**src/hdl/llc_pkg.sv**
```systemverilog
package llc_pkg;
	localparam int CLK_MHZ = 125;
	localparam int PAUSE_NS = 20000;
	localparam int PAUSE_CYC = (PAUSE_NS * CLK_MHZ + 999) / 1000;
	localparam int DUMP_NS = 10000;
	localparam int DUMP_CYC = (DUMP_NS * CLK_MHZ + 999) / 1000;
	localparam int STEP_ZC = 2;
	localparam int MARGIN_SHIFT = 6;
	localparam logic [15:0] TRIM_STEP = 16'h0010;
	localparam logic [15:0] TRIM_MAX = 16'h0400;
	localparam logic [15:0] CNT_MAX = 16'hFFFF;
	localparam logic [1:0] SKIP_HALVES = 2'h2;

	typedef enum logic [2:0] {
		IDLE = 3'h0,
		STEP1 = 3'h1,
		STEP2 = 3'h3,
		STEP3 = 3'h2,
		STEP4 = 3'h6,
		RUN = 3'h7,
		PAUSE = 3'h5
	} seq_t;
endpackage

```
**src/hdl/pwm_if.sv**
```systemverilog
interface pwm_if;
	logic en;
	logic kill;
	logic [15:0] period;
	logic [7:0] dead;
	logic hi;
	logic lo;
	logic toff;

	modport ctrl(output en, output kill, output period, output dead,
		input hi, input lo, input toff);
	modport gen(input en, input kill, input period, input dead,
		output hi, output lo, output toff);
endinterface

```
**src/hdl/llc_guard.sv**
```systemverilog
module llc_guard (
	input wire logic clk_i,
	input wire logic resetn_i,
	input wire logic start_i,
	input wire logic [11:0] load_i,
	input wire logic load_valid_i,
	input wire logic [11:0] shed_thr_i,
	input wire logic [11:0] burst_thr_i,
	input wire logic [11:0] dump_slope_i,
	input wire logic [1:0][15:0] period_i,
	input wire logic [7:0] dead_i,
	input wire logic [1:0] tank_pos_i,
	output logic [1:0] gate_hi_o,
	output logic [1:0] gate_lo_o,
	output logic sr_dump_o,
	output logic phase2_on_o,
	output logic running_o,
	output logic cap_fault_o
);
	llc_pkg::seq_t state;
	llc_pkg::seq_t next_state;
	logic [1:0] step;
	logic [1:0] next_step;
	logic [15:0] pause;
	logic [15:0] next_pause;
	logic shed;
	logic next_shed;
	logic burst_off;
	logic next_burst;
	logic [15:0] trim;
	logic [15:0] next_trim;
	logic [9:0] decay;
	logic [9:0] next_decay;
	logic [15:0] dump;
	logic [15:0] next_dump;
	logic [11:0] prev_load;
	logic [11:0] next_prev;
	logic [1:0] en;
	logic [1:0] next_en;
	logic next_fault;
	logic next_run;
	logic low_load;
	logic starting;
	logic [1:0] zc;
	logic [1:0] near;
	logic [1:0] capv;

	pwm_if pw[2] ();

	always_comb begin
		next_state = state;
		next_step = step;
		next_pause = pause;
		next_burst = burst_off;
		next_decay = decay + 10'h001;
		next_prev = prev_load;
		next_dump = dump;
		next_trim = trim;
		next_shed = shed;
		low_load = load_i < burst_thr_i;
		starting = state == llc_pkg::STEP1 || state == llc_pkg::STEP2 ||
			state == llc_pkg::STEP3 || state == llc_pkg::STEP4;
		unique case (state)
			llc_pkg::IDLE: begin
				if (start_i) begin
					next_state = llc_pkg::STEP1;
					next_step = 2'h0;
				end
			end
			llc_pkg::STEP1, llc_pkg::STEP2, llc_pkg::STEP3, llc_pkg::STEP4: begin
				if (zc[0]) begin
					if (step == 2'(llc_pkg::STEP_ZC - 1)) begin
						next_step = 2'h0;
						unique case (state)
							llc_pkg::STEP1: next_state = llc_pkg::STEP2;
							llc_pkg::STEP2: next_state = llc_pkg::STEP3;
							llc_pkg::STEP3: next_state = llc_pkg::STEP4;
							default: next_state = llc_pkg::RUN;
						endcase
					end else begin
						next_step = step + 2'h1;
					end
				end
			end
			llc_pkg::RUN: begin
				if (!start_i) begin
					next_state = llc_pkg::IDLE;
				end
			end
			llc_pkg::PAUSE: begin
				if (pause == 16'h0000) begin
					next_state = llc_pkg::IDLE;
				end else begin
					next_pause = pause - 16'h0001;
				end
			end
			default: next_state = llc_pkg::IDLE;
		endcase
		if (state != llc_pkg::IDLE && state != llc_pkg::PAUSE && |capv) begin
			next_state = llc_pkg::PAUSE;
			next_pause = 16'(llc_pkg::PAUSE_CYC - 1);
		end
		// leaving burst waits on no crossing: an idle tank has none
		if (burst_off) begin
			next_burst = state == llc_pkg::RUN && low_load;
		end else if (zc[0]) begin
			next_burst = state == llc_pkg::RUN && low_load;
		end
		if (load_valid_i) begin
			next_shed = load_i < shed_thr_i;
			next_prev = load_i;
			if (prev_load > load_i && prev_load - load_i > dump_slope_i) begin
				next_dump = 16'(llc_pkg::DUMP_CYC);
			end else if (dump != 16'h0000) begin
				next_dump = dump - 16'h0001;
			end
		end else if (dump != 16'h0000) begin
			next_dump = dump - 16'h0001;
		end
		if (next_state != llc_pkg::RUN) begin
			next_shed = 1'b0;
		end
		// trim shortens the period, it never lengthens it past nominal
		if (|near) begin
			if (trim <= llc_pkg::TRIM_MAX - llc_pkg::TRIM_STEP) begin
				next_trim = trim + llc_pkg::TRIM_STEP;
			end
		end else if (decay == 10'h000 && trim != 16'h0000) begin
			next_trim = trim - llc_pkg::TRIM_STEP;
		end
		if (state == llc_pkg::IDLE) begin
			next_trim = 16'h0000;
		end
		next_en[0] = next_state == llc_pkg::STEP1 ||
			next_state == llc_pkg::STEP2 || next_state == llc_pkg::STEP3 ||
			next_state == llc_pkg::STEP4 ||
			(next_state == llc_pkg::RUN && !next_burst);
		next_en[1] = next_en[0] && !next_shed;
		next_fault = next_state == llc_pkg::PAUSE;
		next_run = next_state == llc_pkg::RUN;
	end

	always_ff @(posedge clk_i) begin
		if (!resetn_i) begin
			state <= llc_pkg::IDLE;
			step <= 2'h0;
			pause <= 16'h0000;
			shed <= 1'b0;
			burst_off <= 1'b0;
			trim <= 16'h0000;
			decay <= 10'h000;
			dump <= 16'h0000;
			prev_load <= 12'h000;
			en <= 2'h0;
			sr_dump_o <= 1'b0;
			phase2_on_o <= 1'b0;
			running_o <= 1'b0;
			cap_fault_o <= 1'b0;
		end else begin
			state <= next_state;
			step <= next_step;
			pause <= next_pause;
			shed <= next_shed;
			burst_off <= next_burst;
			trim <= next_trim;
			decay <= next_decay;
			dump <= next_dump;
			prev_load <= next_prev;
			en <= next_en;
			sr_dump_o <= next_dump != 16'h0000;
			phase2_on_o <= next_en[1];
			running_o <= next_run;
			cap_fault_o <= next_fault;
		end
	end

	for (genvar g = 0; g < 2; g++) begin : ph
		logic s1;
		logic s2;
		logic s3;
		logic [15:0] cnt;
		logic [15:0] next_cnt;
		logic [15:0] meas;
		logic [15:0] next_meas;
		logic armed;
		logic next_armed;
		logic mv;
		logic next_mv;
		logic signed [17:0] ps;
		logic signed [17:0] margin;

		always_comb begin
			next_cnt = cnt;
			next_meas = meas;
			next_armed = armed;
			next_mv = 1'b0;
			if (pw[g].toff) begin
				next_cnt = 16'h0000;
				next_armed = 1'b1;
			end else if (armed && zc[g]) begin
				next_meas = cnt;
				next_armed = 1'b0;
				next_mv = 1'b1;
			end else if (armed && cnt != llc_pkg::CNT_MAX) begin
				next_cnt = cnt + 16'h0001;
			end
		end

		// s1 is only seen by s2; the crossing comes from s2 against s3
		always_ff @(posedge clk_i) begin
			if (!resetn_i) begin
				s1 <= 1'b0;
				s2 <= 1'b0;
				s3 <= 1'b0;
				cnt <= 16'h0000;
				meas <= 16'h0000;
				armed <= 1'b0;
				mv <= 1'b0;
			end else begin
				s1 <= tank_pos_i[g];
				s2 <= s1;
				s3 <= s2;
				cnt <= next_cnt;
				meas <= next_meas;
				armed <= next_armed;
				mv <= next_mv;
			end
		end

		assign zc[g] = s2 ^ s3;
		// phase margin scales with the period so it reads as an angle
		assign ps = signed'({2'b00, meas}) - signed'({10'h000, dead_i});
		assign margin = signed'({2'b00, period_i[g] >> llc_pkg::MARGIN_SHIFT});
		assign near[g] = mv && ps >= 0 && ps <= margin;
		assign capv[g] = mv && ps < 0;
		assign pw[g].en = en[g];
		assign pw[g].kill = capv[g];
		assign pw[g].period = period_i[g] - trim;
		assign pw[g].dead = dead_i;
		assign gate_hi_o[g] = pw[g].hi;
		assign gate_lo_o[g] = pw[g].lo;

		pwm_gen u_gen (
			.clk_i(clk_i),
			.resetn_i(resetn_i),
			.pw(pw[g])
		);
	end
endmodule

```
**src/hdl/pwm_gen.sv**
```systemverilog
module pwm_gen (
	input wire logic clk_i,
	input wire logic resetn_i,
	pwm_if.gen pw
);
	logic [15:0] cnt;
	logic [15:0] next_cnt;
	logic [15:0] half;
	logic [1:0] supp;
	logic [1:0] next_supp;
	logic hi;
	logic lo;
	logic toff;
	logic next_hi;
	logic next_lo;
	logic next_toff;
	logic bound;

	always_comb begin
		half = {1'b0, pw.period[15:1]};
		bound = (cnt == 16'h0000) || (cnt == half);
		next_cnt = (cnt >= pw.period - 16'h0001) ? 16'h0000 : cnt + 16'h0001;
		next_supp = supp;
		// a kill blanks the rest of this half and the whole next one
		if (pw.kill) begin
			next_supp = llc_pkg::SKIP_HALVES;
		end else if (bound && supp != 2'h0) begin
			next_supp = supp - 2'h1;
		end
		next_hi = cnt >= {8'h00, pw.dead} && cnt < half;
		next_lo = cnt >= half + {8'h00, pw.dead} && cnt < pw.period;
		if (!pw.en) begin
			next_cnt = 16'h0000;
			next_supp = 2'h0;
		end
		if (!pw.en || pw.kill || next_supp != 2'h0) begin
			next_hi = 1'b0;
			next_lo = 1'b0;
		end
		next_toff = (hi && !next_hi) || (lo && !next_lo);
	end

	always_ff @(posedge clk_i) begin
		if (!resetn_i) begin
			cnt <= 16'h0000;
			supp <= 2'h0;
			hi <= 1'b0;
			lo <= 1'b0;
			toff <= 1'b0;
		end else begin
			cnt <= next_cnt;
			supp <= next_supp;
			hi <= next_hi;
			lo <= next_lo;
			toff <= next_toff;
		end
	end

	assign pw.hi = hi;
	assign pw.lo = lo;
	assign pw.toff = toff;
endmodule

```
**config.mk**
```make
export PLATFORM = sky130hd
export DESIGN_NAME = llc_guard
export DESIGN_NICKNAME = d
export VERILOG_FILES = /design/src/hdl/llc_pkg.sv /design/src/hdl/pwm_if.sv /design/src/hdl/llc_guard.sv /design/src/hdl/pwm_gen.sv
export SDC_FILE = /design/constraint.sdc
export NUM_CORES = 1
export LEC_CHECK = 0
export BUFFER_PORTS_ARGS = -buffer_cell sky130_fd_sc_hd__buf_2
export CORE_UTILIZATION = 42
export CTS_CLUSTER_DIAMETER = 50
export CTS_CLUSTER_SIZE = 12
export DETAILED_ROUTE_END_ITERATION = 16
export PLACE_DENSITY = 0.66
export REMOVE_ABC_BUFFERS = 1
export SETUP_SLACK_MARGIN = 0.15
export SLEW_MARGIN = 15
export SYNTH_ARGS = -nofsm -noshare
export SYNTH_HDL_FRONTEND = slang
export SYNTH_SLANG_ARGS = --single-unit
```
**constraint.sdc**
```tcl
create_clock -name clk_i -period 7.2 [get_ports clk_i]
set_input_delay 1.44 -clock clk_i [delete_from_list [all_inputs] [get_ports clk_i]]
set_output_delay 1.44 -clock clk_i [all_outputs]
set_load 0.02 [all_outputs]
```
# Yosys cells after proc, flatten, opt, wreduce, memory -nomap -nowiden
# Index checks and enable logic that the tools add are counted.
dict set report totals {
  reg_bits 199
}
dict set report op_classes {
  add_sub_neg 21
  magnitude_cmp 21
  eq_ne 23
  n_mux 41
  bitwise 10
  n_reduce_logical 82
}
# cell n
set op_table {}
lappend op_table {{$mux W16} 6}
lappend op_table {{$add A16 B1 Y16 const B} 4}
lappend op_table {{$ge A16 B16 Y1} 4}
lappend op_table {{$sub A16 B1 Y16 const B} 4}
lappend op_table {{$logic_not A16 Y1} 3}
lappend op_table {{$reduce_bool A16 Y1} 3}
lappend op_table {{$mux W12} 3}
lappend op_table {{$ge A17 B1 Y1 const B} 2}
lappend op_table {{$le A17 B11 Y1} 2}
lappend op_table {{$lt A17 B1 Y1 const B} 2}
lappend op_table {{$sub A16 B8 Y17} 2}
lappend op_table {{$add A15 B8 Y16} 2}
lappend op_table {{$eq A16 B15 Y1} 2}
lappend op_table {{$ge A16 B8 Y1} 2}
lappend op_table {{$lt A16 B15 Y1} 2}
lappend op_table {{$lt A16 B16 Y1} 2}
lappend op_table {{$ne A16 B16 Y1 const B} 2}
lappend op_table {{$sub A16 B16 Y16} 2}
lappend op_table {{$logic_and A1 B1 Y1} 27}
lappend op_table {{$gt A12 B12 Y1} 2}
lappend op_table {{$lt A12 B12 Y1} 2}
lappend op_table {{$eq A3 B3 Y1 const B} 6}
lappend op_table {{$mux W2} 9}
lappend op_table {{$mux W3} 6}
lappend op_table {{30 further kinds} 97}

# Longest topological paths before layout
dict set report depth {
  ltp_word 13
  mapped_depth 27
  mapped_depth_nobuf 27
}

# Modules after synthesis
# A second synthesis with hierarchy kept.
dict set report hier_totals {
  cells_unflattened 2123
  hier_area_um2 17016.3
}
# module n_inst cells_each area_per_inst_um2 seq_area_each_um2
set modules_own_cells {}
lappend modules_own_cells {llc_guard 1 1335 10640.2 3042.9}
lappend modules_own_cells {{pwm_gen at ph[0].u_gen} 1 395 3216.8 420.4}
lappend modules_own_cells {{pwm_gen at ph[1].u_gen} 1 393 3159.3 420.4}

# Least setup slack after synthesis
# Ideal clock, no wire load.
dict set report synth_timing {
  kind {input port to flip-flop}
  startpoint {input port dead_i[1]}
  endpoint {register trim[15]}
  setup_time_ps 91
  arrival_ps 6170
  required_ps 7109
  setup_slack_ps 939
  cell_stages 24
  n_path_buf 0
  cell_sequence {inv_1 -> ha_1 -> nor2b_1 -> o21ai_0 -> a21boi_1 -> o311a_1 -> a211oi_1 -> xor2_1 -> ha_1 -> o311a_1 -> a211oi_1 -> a31oi_1 -> nor4_4 -> nor2_1 -> ha_1 -> a21oi_1 -> o211ai_1 -> o41ai_1 -> o21ai_0 -> o21ai_0 -> nand2b_1 -> nor2_1 -> a221oi_1 -> a311oi_1}
}
dict set report synth_via {
  elab_chain_len 7
  word_cells_on_any_way 15
  classes_between {2 x add/sub; 4 x order compare; 1 x eq/ne; 1 x mux; 7 x reduce/logical}
}
# element line
set synth_rtl {}
lappend synth_rtl {{start: declaration} llc_guard.sv:11} ;# input wire logic [7:0] dead_i,
lappend synth_rtl {{$sub A16 B8 Y17} llc_guard.sv:232} ;# assign ps = signed'({2'b00, meas}) - signed'({10'h000, dead_i});
lappend synth_rtl {{$ge A17 B1 Y1} llc_guard.sv:234} ;# assign near[g] = mv && ps >= 0 && ps <= margin;
lappend synth_rtl {{$logic_and A1 B1 Y1 (2 in a row)} llc_guard.sv:234}
lappend synth_rtl {{$reduce_or A2 Y1 (*)} llc_guard.sv:124} ;# if (|near) begin
lappend synth_rtl {{$ne A2 B1 Y1 (no line) / $reduce_bool A2 Y1 (equally long branches)} --}
lappend synth_rtl {{$reduce_and A2 Y1 (no line)} --}
lappend synth_rtl {{end signal: assignment} llc_guard.sv:165} ;# trim <= next_trim;
lappend synth_rtl {{end: declaration} llc_guard.sv:30} ;# logic [15:0] trim;
# Every way passes the cells marked *; elsewhere a longest branch is shown, timed or not.
# A chain may end at the register's enable or synchronous reset.

# Worst setup path in the final report
# Same ends and word-level chain as after synthesis.

==> key figures <==
CTS
  – CTS tree: done
  – H-tree depth: 4
  – Clock-pin slew on the worst setup and hold paths: 0.08 ns
  – Clk buf depth: 2
  – Clk sinks: 194
  – Hold Buf Count CTS: 0
  – Clk root buf: clkbuf_16
  – Num CTS Buffers: 17
  – Worst skew pair latency: 0.46 ns

STA
  – Hold WS: 0.446 ns
  – Final min period: 6.46 ns
  – RSZ-0062 raised after global routing: false
  – Worst Max-Slew Pin Slew: ~1 ns
  – Final TNS setup: 0 ns
  – Fin. Hold Viols: 0
  – Part of the cycle the worst path needs: between 80 and 90%
  – Final slew viol count: 0
  – Worst relative slew slack: 33.6%
  – Worst Skew: about 0.016 ns
  – Highest clock rate: 155 MHz
  – Final setup viols: 0

Min path
  – HP Class: register to register

Drt
  – Final wirelength: 41400 µm
  – Avg WL per Cell: between 15 and 20 µm
  – DRT iter0 DRCs: around 750
  – Avg Vias per Cell: 5.43
  – DR vias: 14600
  – DRC viols: 0
  – Antenna viol nets, final: 0
  – DR pass1 iterations: 5

Power and ir drop
  – Pwr Total: 5.00 mW
  – Leakage: 8.16 nW
  – Seq pwr share: 24.5%
  – Max rail drop VDD: 0.000243 V
  – Int Pwr: 2.83 mW
  – Combinational share of power: 55.6%
  – Clk pwr share: 19.9%
  – Sw frac: between 40% and 50%
  – NetSw: approximately 2.2 mW
  – Cell area power density: ~270 nW/µm²

Logic synthesis
  – Sequential area share after synthesis: 23.4%
  – Top-area cell type share of the netlist area: roughly a quarter
  – Mean Syn Cell Area: 8.01 µm²
  – Post-synth EDFFs: 0
  – #FFs+latches synth: 194
  – Ys flop type: dfxtp_1
  – Synth top cells by count: ha_1, nor2_1, dfxtp_1
  – Area contributors post-synth: dfxtp_1, ha_1, xnor2_1
  – Post-synth top area cell: dfxtp_1
  – Synth cell types: between 70 and 80
  – Yosys warns: 0
  – FFs w/ async S/R, synth: 0%
  – Cell Area, Synth: 16600 µm²
  – Most common cell in the netlist: ha_1
  – Mapped Cells: just over 2000

Floorplanning
  – # IOs: roughly 100
  – DIE AREA: 40300 µm²
  – Die Width: 201 µm
  – Initial core utilization: 42.8%
  – # rows: just over 70
  – Die Ht: 201 µm
  – Placeable Area: approximately 39000 µm²

Global routing
  – Vias in the first global route: ~14000
  – Initial antenna violation count: 1
  – GR Util All Layers: about a fifth
  – Grt total ovfl: 0
  – Pin count of the biggest net entering global routing: 49
  – Global-route wire length before repair: 68800 µm

Placed design
  – GP Congestion: 0.890
  – DP HPWL: 33000 µm
  – # port buffers: 101
  – Placed insts: 2664

Cells and area
  – Area Overhead vs Synth: 10.2%
  – Fin nets: around 2600
  – Share of cells above drive strength 1: 7.90%
  – Post-route insts no fill: ~2700
  – FILL cells: 3780
  – Ant diodes: 0
  – Post-layout util: 47.1%

Outcome
  – Status: finished, final reports clean

Setup path
  – Critical path fanouts, max: 7
  – Critical path arrival: 6.82 ns
  – Crit path largest cell delay: 0.35 ns
  – Crit path max-delay family: compound AO/OA/AOI/OAI gates
  – Worst setup SP type: input pin
  – CP required: 7.56 ns
  – CP Class: input pin to register
  – CP Capture Type: register
  – Crit-path slowest cell: o311a_1
  – CP Buf/Inv Count: 3

Run
  – Maxcap violations: 0
## routing by layer
layer | global-route usage [%] | vias up | share of wire (%)
li1 | - | 7486 | -
met1 | 26.9 | 6786 | 47
met3 | 3.21 | 37 | 4.5
met2 | 35.7 | 317 | 47
met4 | 4.25 | 2 | 1.3
met5 | 0 | - | 0.041
## area by class of cell
type	count	area (µm²)	share of cell area (%)
tap	518	648	3.54
sequential	194	3880	21.2
clock buffer	19	443	2.42
inverter	165	619	3.38
multi-input combinational	1671	11900	65.1
timing repair buffer	116	618	3.38
clock inverter	13	168	0.916
## path summary, 6_finish.rpt
path	startpoint	end	slack, ns	depth (start not counted)
setup / recovery	dead_i[1]	trim[15]$_SDFFE_PP0P_	0.74	28
hold / removal	ph[1].s1$_SDFF_PN0_	ph[1].s2$_SDFF_PN0_	0.45	1
setup reg to reg	ph[0].meas[0]$_SDFFE_PN0P_	trim[15]$_SDFFE_PP0P_	1.59	25
hold reg to reg	ph[1].s1$_SDFF_PN0_	ph[1].s2$_SDFF_PN0_	0.45	1
## registers in the layout, indices dropped and copies added (netlist names), 2 cells and up
register          flops
ph.u_gen.cnt         32
trim                 12
state                 3
prev_load            12
step                  2
ph.mv                 2
ph.u_gen.pw.toff      2
ph.meas              32
ph.u_gen.pw.lo        2
pause                16
ph.s1                 2
ph.cnt               32
ph.s2                 2
ph.s3                 2
ph.u_gen.pw.hi        2
decay                10
ph.armed              2
dump                 16
ph.u_gen.supp         4
## power by group through the flow
stage | logic (mW) | registers [mW] | clock network, mW
final | 2.78 | 1.23 | 0.995
after global routing | 3.14 | 1.24 | 1.07
after CTS | 2.76 | 1.23 | 1.03
after detailed placement | 2.73 | 1.25 | 0
after global placement | 2.67 | 1.25 | 0
after floorplan | 2.12 | 1.22 | 0
## timing repair
| action | 4_1_cts | 5_1_grt |
|---|---|---|
| setup endpoints to repair | 0 | 1 |
| buffers inserted | 0 | 0 |
| resized for setup | 0 | 1 |
## cell families after synthesis
family,share of synthesized area [%]
adder cells (fa/ha/maj),22.6
AND/OR/NAND/NOR,22.0
multiplexers,1.02
flip-flops,23.4
buffers and inverters,4.86
XOR/XNOR,9.96
AO/OA/AOI/OAI,16.2
## through the flow
step	cell area [µm²]	worst slack (ns)
4_1_cts	18300	0.618
2_1_floorplan	16400	0.935
3_5_place_dp	17700	0.166
6_report	18300	0.741
3_3_place_gp	17700	0.303
5_1_grt	18300	0.223
## cell usage in the layout (no fill, tap or decap), types with 34 or more instances in the layout
master	n
buf_2	101
xor2_1	73
xnor2_1	114
dfxtp_1	194
a21o_1	34
ha_1	287
nor2b_1	34
nand3_1	66
nor2_1	234
a21oi_1	152
nor3_1	47
o21ai_0	85
nand4_1	37
inv_1	164
nand2_1	166
Note: power is estimated with default switching activity, not from simulation.
